**src/rtl/glm_pkg.sv**
```systemverilog
package glm_pkg;

	// Clock and time base
	localparam int unsigned CLK_PERIOD_NS = 20;
	localparam int unsigned TICK_NS = 1000000;
	localparam int unsigned TICK_CYCLES = (TICK_NS + CLK_PERIOD_NS - 1) / CLK_PERIOD_NS;
	localparam int unsigned STEP_PULSE_MS = 250;
	localparam int unsigned STEP_PULSE_CYCLES = STEP_PULSE_MS * TICK_CYCLES;
	localparam int unsigned NUM_STEPS = 5;
	localparam int unsigned CFG_COUNT = 10;

	// Register byte offsets
	localparam logic [11:0] OFS_SHED_HIGH = 12'h000;
	localparam logic [11:0] OFS_SHED_LOW = 12'h004;
	localparam logic [11:0] OFS_ADD_DELAY = 12'h008;
	localparam logic [11:0] OFS_SUB_ADD_DELAY = 12'h00c;
	localparam logic [11:0] OFS_MULTI_ADD_LEVEL = 12'h010;
	localparam logic [11:0] OFS_MULTI_SUB_LEVEL = 12'h014;
	localparam logic [11:0] OFS_ADD_START_DELAY = 12'h018;
	localparam logic [11:0] OFS_ADD_WAIT_DELAY = 12'h01c;
	localparam logic [11:0] OFS_SUB_START_DELAY = 12'h020;
	localparam logic [11:0] OFS_SUB_WAIT_DELAY = 12'h024;
	localparam logic [11:0] OFS_STATUS = 12'h028;
	localparam logic [11:0] OFS_POWER = 12'h02c;

	// Configuration indices (offset / 4)
	localparam logic [3:0] IDX_SHED_HIGH = 4'h0;
	localparam logic [3:0] IDX_SHED_LOW = 4'h1;
	localparam logic [3:0] IDX_ADD_DELAY = 4'h2;
	localparam logic [3:0] IDX_SUB_ADD_DELAY = 4'h3;
	localparam logic [3:0] IDX_MULTI_ADD_LEVEL = 4'h4;
	localparam logic [3:0] IDX_MULTI_SUB_LEVEL = 4'h5;
	localparam logic [3:0] IDX_ADD_START_DELAY = 4'h6;
	localparam logic [3:0] IDX_ADD_WAIT_DELAY = 4'h7;
	localparam logic [3:0] IDX_SUB_START_DELAY = 4'h8;
	localparam logic [3:0] IDX_SUB_WAIT_DELAY = 4'h9;

	// Reset values, delays in milliseconds
	localparam logic [31:0] CFG_RESET [CFG_COUNT] = '{
		32'h0000_c000, 32'h0000_4000, 32'h0000_03e8, 32'h0000_03e8, 32'h0000_4000,
		32'h0000_c000, 32'h0000_07d0, 32'h0000_07d0, 32'h0000_07d0, 32'h0000_07d0};

	// Status field positions
	localparam int unsigned ST_SHED = 0;
	localparam int unsigned ST_DUMMY = 1;
	localparam int unsigned ST_ADD = 2;
	localparam int unsigned ST_SUB = 3;
	localparam int unsigned ST_STEPS_LSB = 4;
	localparam int unsigned ST_PULSE_LSB = 8;

	localparam logic [1:0] RESP_OKAY = 2'b00;
	localparam logic [1:0] RESP_SLVERR = 2'b10;

	typedef enum logic [1:0] {
		PS_IDLE = 2'b00,
		PS_ADD = 2'b01,
		PS_SUB = 2'b10
	} glm_pulse_t;

	typedef struct packed {
		logic shed;
		logic dummy;
		logic load_add;
		logic load_sub;
		logic [NUM_STEPS-1:0] step_add;
		logic [NUM_STEPS-1:0] step_sub;
	} glm_out_t;

endpackage : glm_pkg

```
**src/rtl/glm_top.sv**
```systemverilog
// How it works
// - Shed output on above high limit
// - Shed output off below low limit
// - Shedding always runs, output freely routable
// - Dummy-load output is inverse of shedding
// - Load-add active while below low limit
// - Load-subtract active while above high limit
// - Add delay between same-kind pulses
// - Subtract-add delay between opposite pulses
// - Held-off add fires only if still low
// - Five steps, add ascending, remove descending
// - Add step after add start delay
// - Add wait delay between add pulses
// - Remove step after subtract start delay
// - Subtract wait delay between subtract pulses
// - Step pulses last a quarter second
// - Further add needs start and wait
// - Expired wait: subtract after start only
//
// Chosen here: the AXI4-Lite slave port and the register offsets.
`timescale 1ns/1ps
`default_nettype none

module glm_top #(
	parameter int unsigned POWER_W = 32,
	parameter int unsigned TICK_CYC = glm_pkg::TICK_CYCLES,
	parameter int unsigned PULSE_CYC = glm_pkg::STEP_PULSE_CYCLES
) (
	input wire logic aclk,
	input wire logic aresetn,
	input wire logic [POWER_W-1:0] power,
	input wire logic [11:0] s_axi_awaddr,
	input wire logic [2:0] s_axi_awprot,
	input wire logic s_axi_awvalid,
	output logic s_axi_awready,
	input wire logic [31:0] s_axi_wdata,
	input wire logic [3:0] s_axi_wstrb,
	input wire logic s_axi_wvalid,
	output logic s_axi_wready,
	output logic [1:0] s_axi_bresp,
	output logic s_axi_bvalid,
	input wire logic s_axi_bready,
	input wire logic [11:0] s_axi_araddr,
	input wire logic [2:0] s_axi_arprot,
	input wire logic s_axi_arvalid,
	output logic s_axi_arready,
	output logic [31:0] s_axi_rdata,
	output logic [1:0] s_axi_rresp,
	output logic s_axi_rvalid,
	input wire logic s_axi_rready,
	output glm_pkg::glm_out_t relays
);
	import glm_pkg::*;

	function automatic logic [15:0] sat_inc(input logic [15:0] v, input logic t);
		sat_inc = (t && v != 16'hffff) ? v + 16'h0001 : v;
	endfunction : sat_inc

	function automatic logic reached(input logic [15:0] elapsed, input logic [31:0] limit);
		reached = {16'h0000, elapsed} >= limit;
	endfunction : reached

	function automatic logic cfg_hit(input logic [11:0] addr);
		cfg_hit = (addr[11:6] == 6'h00) && (addr[5:2] < 4'(CFG_COUNT)) && (addr[1:0] == 2'b00);
	endfunction : cfg_hit

	logic [31:0] cfg [CFG_COUNT];
	logic [31:0] tick_cnt;
	logic tick;
	logic shed;
	logic load_add;
	logic load_sub;
	logic add_seen;
	logic sub_seen;
	logic [15:0] since_add;
	logic [15:0] since_sub;
	logic [15:0] m_add_start;
	logic [15:0] m_sub_start;
	logic [15:0] m_add_wait;
	logic [15:0] m_sub_wait;
	logic m_add_seen;
	logic m_sub_seen;
	logic [2:0] steps;
	logic [2:0] step_idx;
	logic [31:0] pulse_cnt;
	glm_pulse_t pstate;
	logic [NUM_STEPS-1:0] step_add;
	logic [NUM_STEPS-1:0] step_sub;
	logic aw_busy;
	logic w_busy;
	logic [11:0] aw_addr;
	logic [31:0] w_data;
	logic [3:0] w_strb;

	logic [POWER_W-1:0] shed_high;
	logic [POWER_W-1:0] shed_low;
	logic [POWER_W-1:0] m_add_level;
	logic [POWER_W-1:0] m_sub_level;
	logic above_high;
	logic below_low;
	logic add_gap_ok;
	logic sub_gap_ok;
	logic add_fire;
	logic sub_fire;
	logic m_add_cond;
	logic m_sub_cond;
	logic m_add_fire;
	logic m_sub_fire;
	logic pulse_done;
	logic wr_fire;
	logic [31:0] status;

	assign shed_high = cfg[IDX_SHED_HIGH][POWER_W-1:0];
	assign shed_low = cfg[IDX_SHED_LOW][POWER_W-1:0];
	assign m_add_level = cfg[IDX_MULTI_ADD_LEVEL][POWER_W-1:0];
	assign m_sub_level = cfg[IDX_MULTI_SUB_LEVEL][POWER_W-1:0];
	assign above_high = power > shed_high;
	assign below_low = power < shed_low;

	// Millisecond time base
	always_ff @(posedge aclk) begin
		if (!aresetn) begin
			tick_cnt <= 32'h0000_0000;
			tick <= 1'b0;
		end else if (tick_cnt >= TICK_CYC - 1) begin
			tick_cnt <= 32'h0000_0000;
			tick <= 1'b1;
		end else begin
			tick_cnt <= tick_cnt + 32'h0000_0001;
			tick <= 1'b0;
		end
	end

	// Hysteretic shedding comparator, never gated
	always_ff @(posedge aclk) begin
		if (!aresetn) begin
			shed <= 1'b0;
		end else if (above_high) begin
			shed <= 1'b1;
		end else if (below_low) begin
			shed <= 1'b0;
		end
	end

	// Pulse spacing checks for add and subtract outputs
	assign add_gap_ok = (!add_seen || reached(since_add, cfg[IDX_ADD_DELAY]))
		&& (!sub_seen || reached(since_sub, cfg[IDX_SUB_ADD_DELAY]));
	assign sub_gap_ok = (!sub_seen || reached(since_sub, cfg[IDX_ADD_DELAY]))
		&& (!add_seen || reached(since_add, cfg[IDX_SUB_ADD_DELAY]));
	assign add_fire = !load_add && below_low && add_gap_ok;
	assign sub_fire = !load_sub && above_high && sub_gap_ok;

	always_ff @(posedge aclk) begin
		if (!aresetn) begin
			load_add <= 1'b0;
		end else if (add_fire) begin
			load_add <= 1'b1;
		end else if (!below_low) begin
			load_add <= 1'b0;
		end
	end

	always_ff @(posedge aclk) begin
		if (!aresetn) begin
			load_sub <= 1'b0;
		end else if (sub_fire) begin
			load_sub <= 1'b1;
		end else if (!above_high) begin
			load_sub <= 1'b0;
		end
	end

	// Elapsed time since last add and subtract pulse starts
	always_ff @(posedge aclk) begin
		if (!aresetn) begin
			since_add <= 16'h0000;
			since_sub <= 16'h0000;
			add_seen <= 1'b0;
			sub_seen <= 1'b0;
		end else begin
			since_add <= add_fire ? 16'h0000 : sat_inc(since_add, tick);
			since_sub <= sub_fire ? 16'h0000 : sat_inc(since_sub, tick);
			add_seen <= add_seen | add_fire;
			sub_seen <= sub_seen | sub_fire;
		end
	end

	// Five-step manager
	assign m_add_cond = (power < m_add_level) && (steps < 3'(NUM_STEPS));
	assign m_sub_cond = (power > m_sub_level) && (steps != 3'h0);
	assign m_sub_fire = (pstate == PS_IDLE) && m_sub_cond
		&& reached(m_sub_start, cfg[IDX_SUB_START_DELAY])
		&& (!m_sub_seen || reached(m_sub_wait, cfg[IDX_SUB_WAIT_DELAY]));
	assign m_add_fire = (pstate == PS_IDLE) && m_add_cond && !m_sub_fire
		&& reached(m_add_start, cfg[IDX_ADD_START_DELAY])
		&& (!m_add_seen || reached(m_add_wait, cfg[IDX_ADD_WAIT_DELAY]));
	assign pulse_done = pulse_cnt >= PULSE_CYC - 1;

	// Start timers restart when their condition drops or their own step fires
	always_ff @(posedge aclk) begin
		if (!aresetn) begin
			m_add_start <= 16'h0000;
			m_sub_start <= 16'h0000;
		end else begin
			m_add_start <= (!m_add_cond || m_add_fire) ? 16'h0000 : sat_inc(m_add_start, tick);
			m_sub_start <= (!m_sub_cond || m_sub_fire) ? 16'h0000 : sat_inc(m_sub_start, tick);
		end
	end

	// Wait timers run from each step pulse start
	always_ff @(posedge aclk) begin
		if (!aresetn) begin
			m_add_wait <= 16'h0000;
			m_sub_wait <= 16'h0000;
			m_add_seen <= 1'b0;
			m_sub_seen <= 1'b0;
		end else begin
			m_add_wait <= m_add_fire ? 16'h0000 : sat_inc(m_add_wait, tick);
			m_sub_wait <= m_sub_fire ? 16'h0000 : sat_inc(m_sub_wait, tick);
			m_add_seen <= m_add_seen | m_add_fire;
			m_sub_seen <= m_sub_seen | m_sub_fire;
		end
	end

	// Step pulse sequencer
	always_ff @(posedge aclk) begin
		if (!aresetn) begin
			pstate <= PS_IDLE;
			pulse_cnt <= 32'h0000_0000;
			steps <= 3'h0;
			step_idx <= 3'h0;
		end else begin
			case (pstate)
				PS_IDLE: begin
					pulse_cnt <= 32'h0000_0000;
					if (m_sub_fire) begin
						pstate <= PS_SUB;
						step_idx <= steps - 3'h1;
						steps <= steps - 3'h1;
					end else if (m_add_fire) begin
						pstate <= PS_ADD;
						step_idx <= steps;
						steps <= steps + 3'h1;
					end
				end
				PS_ADD, PS_SUB: begin
					if (pulse_done) begin
						pstate <= PS_IDLE;
					end else begin
						pulse_cnt <= pulse_cnt + 32'h0000_0001;
					end
				end
				default: begin
					pstate <= PS_IDLE;
				end
			endcase
		end
	end

	always_ff @(posedge aclk) begin
		if (!aresetn) begin
			step_add <= '0;
			step_sub <= '0;
		end else begin
			for (int i = 0; i < NUM_STEPS; i++) begin
				step_add[i] <= (pstate == PS_ADD) && (step_idx == 3'(i));
				step_sub[i] <= (pstate == PS_SUB) && (step_idx == 3'(i));
			end
		end
	end

	// Relay outputs toward load equipment
	always_ff @(posedge aclk) begin
		if (!aresetn) begin
			relays <= '0;
		end else begin
			relays.shed <= shed;
			relays.dummy <= !shed;
			relays.load_add <= load_add;
			relays.load_sub <= load_sub;
			relays.step_add <= step_add;
			relays.step_sub <= step_sub;
		end
	end

	// Status word
	always_comb begin
		status = 32'h0000_0000;
		status[ST_SHED] = shed;
		status[ST_DUMMY] = !shed;
		status[ST_ADD] = load_add;
		status[ST_SUB] = load_sub;
		status[ST_STEPS_LSB +: 3] = steps;
		status[ST_PULSE_LSB +: 2] = pstate;
	end

	// AXI4-Lite write channels
	assign wr_fire = aw_busy && w_busy && !s_axi_bvalid;

	always_ff @(posedge aclk) begin
		if (!aresetn) begin
			aw_busy <= 1'b0;
			s_axi_awready <= 1'b0;
			aw_addr <= 12'h000;
		end else if (s_axi_awvalid && s_axi_awready) begin
			aw_busy <= 1'b1;
			s_axi_awready <= 1'b0;
			aw_addr <= s_axi_awaddr;
		end else begin
			if (s_axi_bvalid && s_axi_bready) begin
				aw_busy <= 1'b0;
			end
			s_axi_awready <= !aw_busy;
		end
	end

	always_ff @(posedge aclk) begin
		if (!aresetn) begin
			w_busy <= 1'b0;
			s_axi_wready <= 1'b0;
			w_data <= 32'h0000_0000;
			w_strb <= 4'h0;
		end else if (s_axi_wvalid && s_axi_wready) begin
			w_busy <= 1'b1;
			s_axi_wready <= 1'b0;
			w_data <= s_axi_wdata;
			w_strb <= s_axi_wstrb;
		end else begin
			if (s_axi_bvalid && s_axi_bready) begin
				w_busy <= 1'b0;
			end
			s_axi_wready <= !w_busy;
		end
	end

	always_ff @(posedge aclk) begin
		if (!aresetn) begin
			s_axi_bvalid <= 1'b0;
			s_axi_bresp <= RESP_OKAY;
		end else if (wr_fire) begin
			s_axi_bvalid <= 1'b1;
			if (cfg_hit(aw_addr)) begin
				s_axi_bresp <= RESP_OKAY;
			end else if (aw_addr == OFS_STATUS || aw_addr == OFS_POWER) begin
				s_axi_bresp <= RESP_OKAY;
			end else begin
				s_axi_bresp <= RESP_SLVERR;
			end
		end else if (s_axi_bready) begin
			s_axi_bvalid <= 1'b0;
		end
	end

	// Configuration registers with byte enables
	always_ff @(posedge aclk) begin
		if (!aresetn) begin
			for (int i = 0; i < CFG_COUNT; i++) begin
				cfg[i] <= CFG_RESET[i];
			end
		end else if (wr_fire && cfg_hit(aw_addr)) begin
			for (int b = 0; b < 4; b++) begin
				if (w_strb[b]) begin
					cfg[aw_addr[5:2]][8*b +: 8] <= w_data[8*b +: 8];
				end
			end
		end
	end

	// AXI4-Lite read channel
	always_ff @(posedge aclk) begin
		if (!aresetn) begin
			s_axi_arready <= 1'b0;
			s_axi_rvalid <= 1'b0;
			s_axi_rdata <= 32'h0000_0000;
			s_axi_rresp <= RESP_OKAY;
		end else if (s_axi_arvalid && s_axi_arready) begin
			s_axi_arready <= 1'b0;
			s_axi_rvalid <= 1'b1;
			if (cfg_hit(s_axi_araddr)) begin
				s_axi_rdata <= cfg[s_axi_araddr[5:2]];
				s_axi_rresp <= RESP_OKAY;
			end else if (s_axi_araddr == OFS_STATUS) begin
				s_axi_rdata <= status;
				s_axi_rresp <= RESP_OKAY;
			end else if (s_axi_araddr == OFS_POWER) begin
				s_axi_rdata <= 32'(power);
				s_axi_rresp <= RESP_OKAY;
			end else begin
				s_axi_rdata <= 32'h0000_0000;
				s_axi_rresp <= RESP_SLVERR;
			end
		end else begin
			if (s_axi_rvalid && s_axi_rready) begin
				s_axi_rvalid <= 1'b0;
			end
			s_axi_arready <= !s_axi_rvalid;
		end
	end

endmodule : glm_top

`default_nettype wire

```
**config.mk**
```make
export PLATFORM = sky130hd
export DESIGN_NAME = glm_top
export DESIGN_NICKNAME = d
export VERILOG_FILES = /design/src/rtl/glm_pkg.sv /design/src/rtl/glm_top.sv
export SDC_FILE = /design/constraint.sdc
export NUM_CORES = 2
export LEC_CHECK = 0
export ABC_AREA = 1
export BUFFER_PORTS_ARGS = -buffer_cell sky130_fd_sc_hd__clkbuf_2
export CAP_MARGIN = 30
export CELL_PAD_IN_SITES_DETAIL_PLACEMENT = 0
export CELL_PAD_IN_SITES_GLOBAL_PLACEMENT = 2
export CORE_MARGIN = 2
export CORE_UTILIZATION = 35
export CTS_CLUSTER_SIZE = 12
export DETAILED_ROUTE_END_ITERATION = 10
export PLACE_DENSITY = 0.83
export SLEW_MARGIN = 20
export SYNTH_ARGS = -nofsm -noshare
export SYNTH_HDL_FRONTEND = slang
export SYNTH_SLANG_ARGS = --single-unit
```
**constraint.sdc**
```tcl
create_clock -name aclk -period 2.2 [get_ports aclk]
set_clock_uncertainty 0.05 [all_clocks]
set_input_delay 0.22 -clock aclk [delete_from_list [all_inputs] [get_ports aclk]]
set_output_delay 0.22 -clock aclk [all_outputs]
set_load 0.01 [all_outputs]
```
==> results.yml <==
status:
  outcome: "complete, but fails checks"
  violations: "setup timing"
drt:
  first_iter_violations: 2359
  drc: 0
  dr.pass1.iters: 5
  wl_um: 130000
  via_count: 32800
  viasPerCell: 5.01
  ant_nets: 0
  wl_per_cell_um: 19.8
die:
  io_pins: 160
  die_x_um: 322
  std_cell_rows: 116
  die_h_um: 322
  initial_core_util: 0.353
  dieArea_mm2: 0.104
  core_area_mm2: 0.100
synth:
  synth.most_common_cell: "nand2_1"
  synth.distinct_cells: 61
  yosysWarnings: 0
  syn_area_mm2: 0.0353
  yosysTopAreaCellShare: 0.326
  synth_ff_type: "edfxtp_1"
  syn_avg_cell_area_um2: 8.65
  synthCells: 4088
  yosys.area.top_type: "edfxtp_1"
  yosysSeqAreaShare: 0.490
  synth_top_cells_by_count: "nand2_1, inv_1, nor2_1"
  synth_edf_count: 384
  ys_top_cells_by_area: "edfxtp_1, dfxtp_1, ha_1, nand2_1, inv_1"
  async_flop_share: 0
  synth-seq-cells: 673
worst_setup_path:
  r2r_slack_ns: -0.36
  cp.arrival_ns: 2.89
  ff2ff_path_depth: 17
  crit_path_end_kind: "flip-flop"
  setup.worst_path.start: "aw_addr[10]"
  worst-setup-path-type: "reg2reg"
  cp-start-kind: "flip-flop"
  required_ns: 2.52
  r2r-end: "cfg[5][1]"
  reg2reg_from: "aw_addr[10]"
  crit_path_max_fanout: 8
finish:
  drive_gt1_frac: 0.319
  utilization: 0.517
  antennaDiodeCount: 0
  nets: 5565
  area_delta_synth_final_pct: 46.6
sta:
  whs_ns: 0.115
  slew_viol_final: 0
  layout_worst_path_cycle_share: 1.17
  hold_violations: 0
  fin_crit_ns: 2.56
  setup_viol: 812
  max_freq_mhz: 390
  rsz0062_at_grt: "yes"
  worst_slew_pin_slew_ns: 1.11
  slew_headroom: 0.263
  final.setup.worst_slack_ns: -0.364
placed_design:
  hpwl_um: 96000
  io_buffers: 151
  gp_congestion: 0.916
global_route:
  grt_usage: 0.247
  grt_pass1_wl_um: 192000
  grt_pass1_vias: 32200
  overflow: 0
  antenna_found_initial: 0
  grt_max_degree: 70
min_path:
  holdPathStages: 6
  hold_path_end: "s_axi_rdata[28]"
  min_from: "power[28]"
  holdCritPathClass: "in2reg"
power:
  p_leak_uw: 0.0221
  power_density_mw_per_mm2: 592
  irDropWorstVdd_mv: 0.645
clock_network:
  cts_made_buffers: 81
  cts_root_buf: "clkbuf_16"
  insertion_delay_ns: 0.68
  cts_tree: "yes"
  cts_buffer_depth: 3
  clkTransAtPathRegs_ns: 0.06
  cts_max_level: 3
  cts_sinks: 673
job:
  max_cap_violations: 0
[stage by stage]
step	cells	power, uW	setup TNS [ns]	setup slack [ns]	cell area, um2
detailed placement	6250	16900	-237.78	-0.667	44000
finish	6556	30700	-164.90	-0.364	51800
global placement	6250	16800	-225.54	-0.634	44000
global route	6556	31600	-284.96	-0.489	51800
CTS	6523	30600	-184.45	-0.389	50100
floorplan	4169	15300	-0.969	-0.0946	35800
[worst max path at each step]
stage / endpoint / slack [ns]
2_1_floorplan: m_add_start[12] / -0.09
3_3_place_gp: step_idx[2] / -0.63
3_5_place_dp: step_idx[2] / -0.67
4_1_cts: m_add_start[3] / -0.39
5_1_grt: cfg[5][1] / -0.49
6_report: cfg[5][1] / -0.36
[sequential cells by signal (all words and copies together) (netlist names), 12 cells and up]
name and count:
since_add 16, m_add_wait 16, s_axi_rdata 32, since_sub 16
tick_cnt 32, w_data 32, cfg 384, m_add_start 16
aw_addr 12, m_sub_wait 16, relays 14, pulse_cnt 32
m_sub_start 16
[critical path, cell delays in order, from the launching register on]
cell and delay, ns:
dfxtp_2 0.33, nor4_4 0.26, nand4_1 0.14, inv_2 0.08
nand2_2 0.06, inv_2 0.07, o211ai_1 0.10, nand2_2 0.15
buf_12 0.13, nand2_8 0.05, nor2_4 0.13, inv_4 0.07
nor2_4 0.11, buf_6 0.15, buf_6 0.11, nand2_4 0.06
buf_12 0.13, nand2_8 0.07
[cell type report]
cell class                      instances  area, um2
Multi-Input combinational cell       2767      18500
Clock inverter                         23        243
Inverter                              605       2510
Timing Repair inverter                  7       88.8
Tap cell                             1298       1620
Sequential cell                       673      17300
Fill cell                            9176      48300
Clock buffer                          128       2430
Timing Repair Buffer                 1055       9130
[repair_timing]
action	4_1_cts	5_1_grt
gates cloned	15	4
endpoints found under the setup margin	802	859
resized for setup	581	344
endpoints found under the hold margin	58	0
hold buffers	62	0
pin swaps	84	96
setup buffers	54	35
[cell usage in the layout (no fill, tap or decap), drive strengths merged, types with 6 or more instances in the layout]
| cell | n |
|---|---|
| a22oi | 50 |
| o2111ai | 10 |
| conb | 82 |
| a221oi | 11 |
| a21oi | 351 |
| nor2 | 543 |
| clkinv | 23 |
| o21ai | 262 |
| dlygate4sd3 | 62 |
| nand4 | 68 |
| nand2 | 618 |
| inv | 607 |
| nor3 | 55 |
| xnor2 | 20 |
| ha | 270 |
| edfxtp | 384 |
| a31oi | 9 |
| xor2 | 49 |
| nand3 | 183 |
| o21a | 15 |
| clkbuf | 281 |
| dfxtp | 289 |
| o211ai | 13 |
| nor4 | 38 |
| o221ai | 17 |
| a211oi | 6 |
| or2 | 15 |
| nor3b | 38 |
| o311ai | 14 |
| buf | 839 |
[per-layer routing]
layer | GRT usage | up-vias | share of wire
met2 | 0.423 | 962 | 0.48
met5 | 0 | - | 0
li1 | - | 16000 | -
met4 | 0.103 | 0 | 0.047
met3 | 0.0318 | 281 | 0.054
met1 | 0.312 | 15500 | 0.42
[kinds of logic (layout without fill, tap and decap cells)]
group | Yosys count | in the layout | synth area share
AO/OA/AOI/OAI | 779 | 779 | 0.124
other | 1 | 82 | 0.000106
multiplexers | 3 | 3 | 0.000850
AND/OR/NAND/NOR | 1564 | 1564 | 0.194
flip-flops | 673 | 673 | 0.490
buffers and inverters | 729 | 1818 | 0.0786
adder cells (fa/ha/maj) | 270 | 270 | 0.0956
XOR/XNOR | 69 | 69 | 0.0171
[power breakdown]
| part | switching (uW) | total, uW | internal [uW] |
|---|---|---|---|
| Sequential | 167 | 13800 | 13600 |
| Combinational | 1990 | 3410 | 1420 |
| Clock | 5710 | 13500 | 7770 |
| Total | 7860 | 30700 | 22800 |
(Power assumes the default switching activity.)
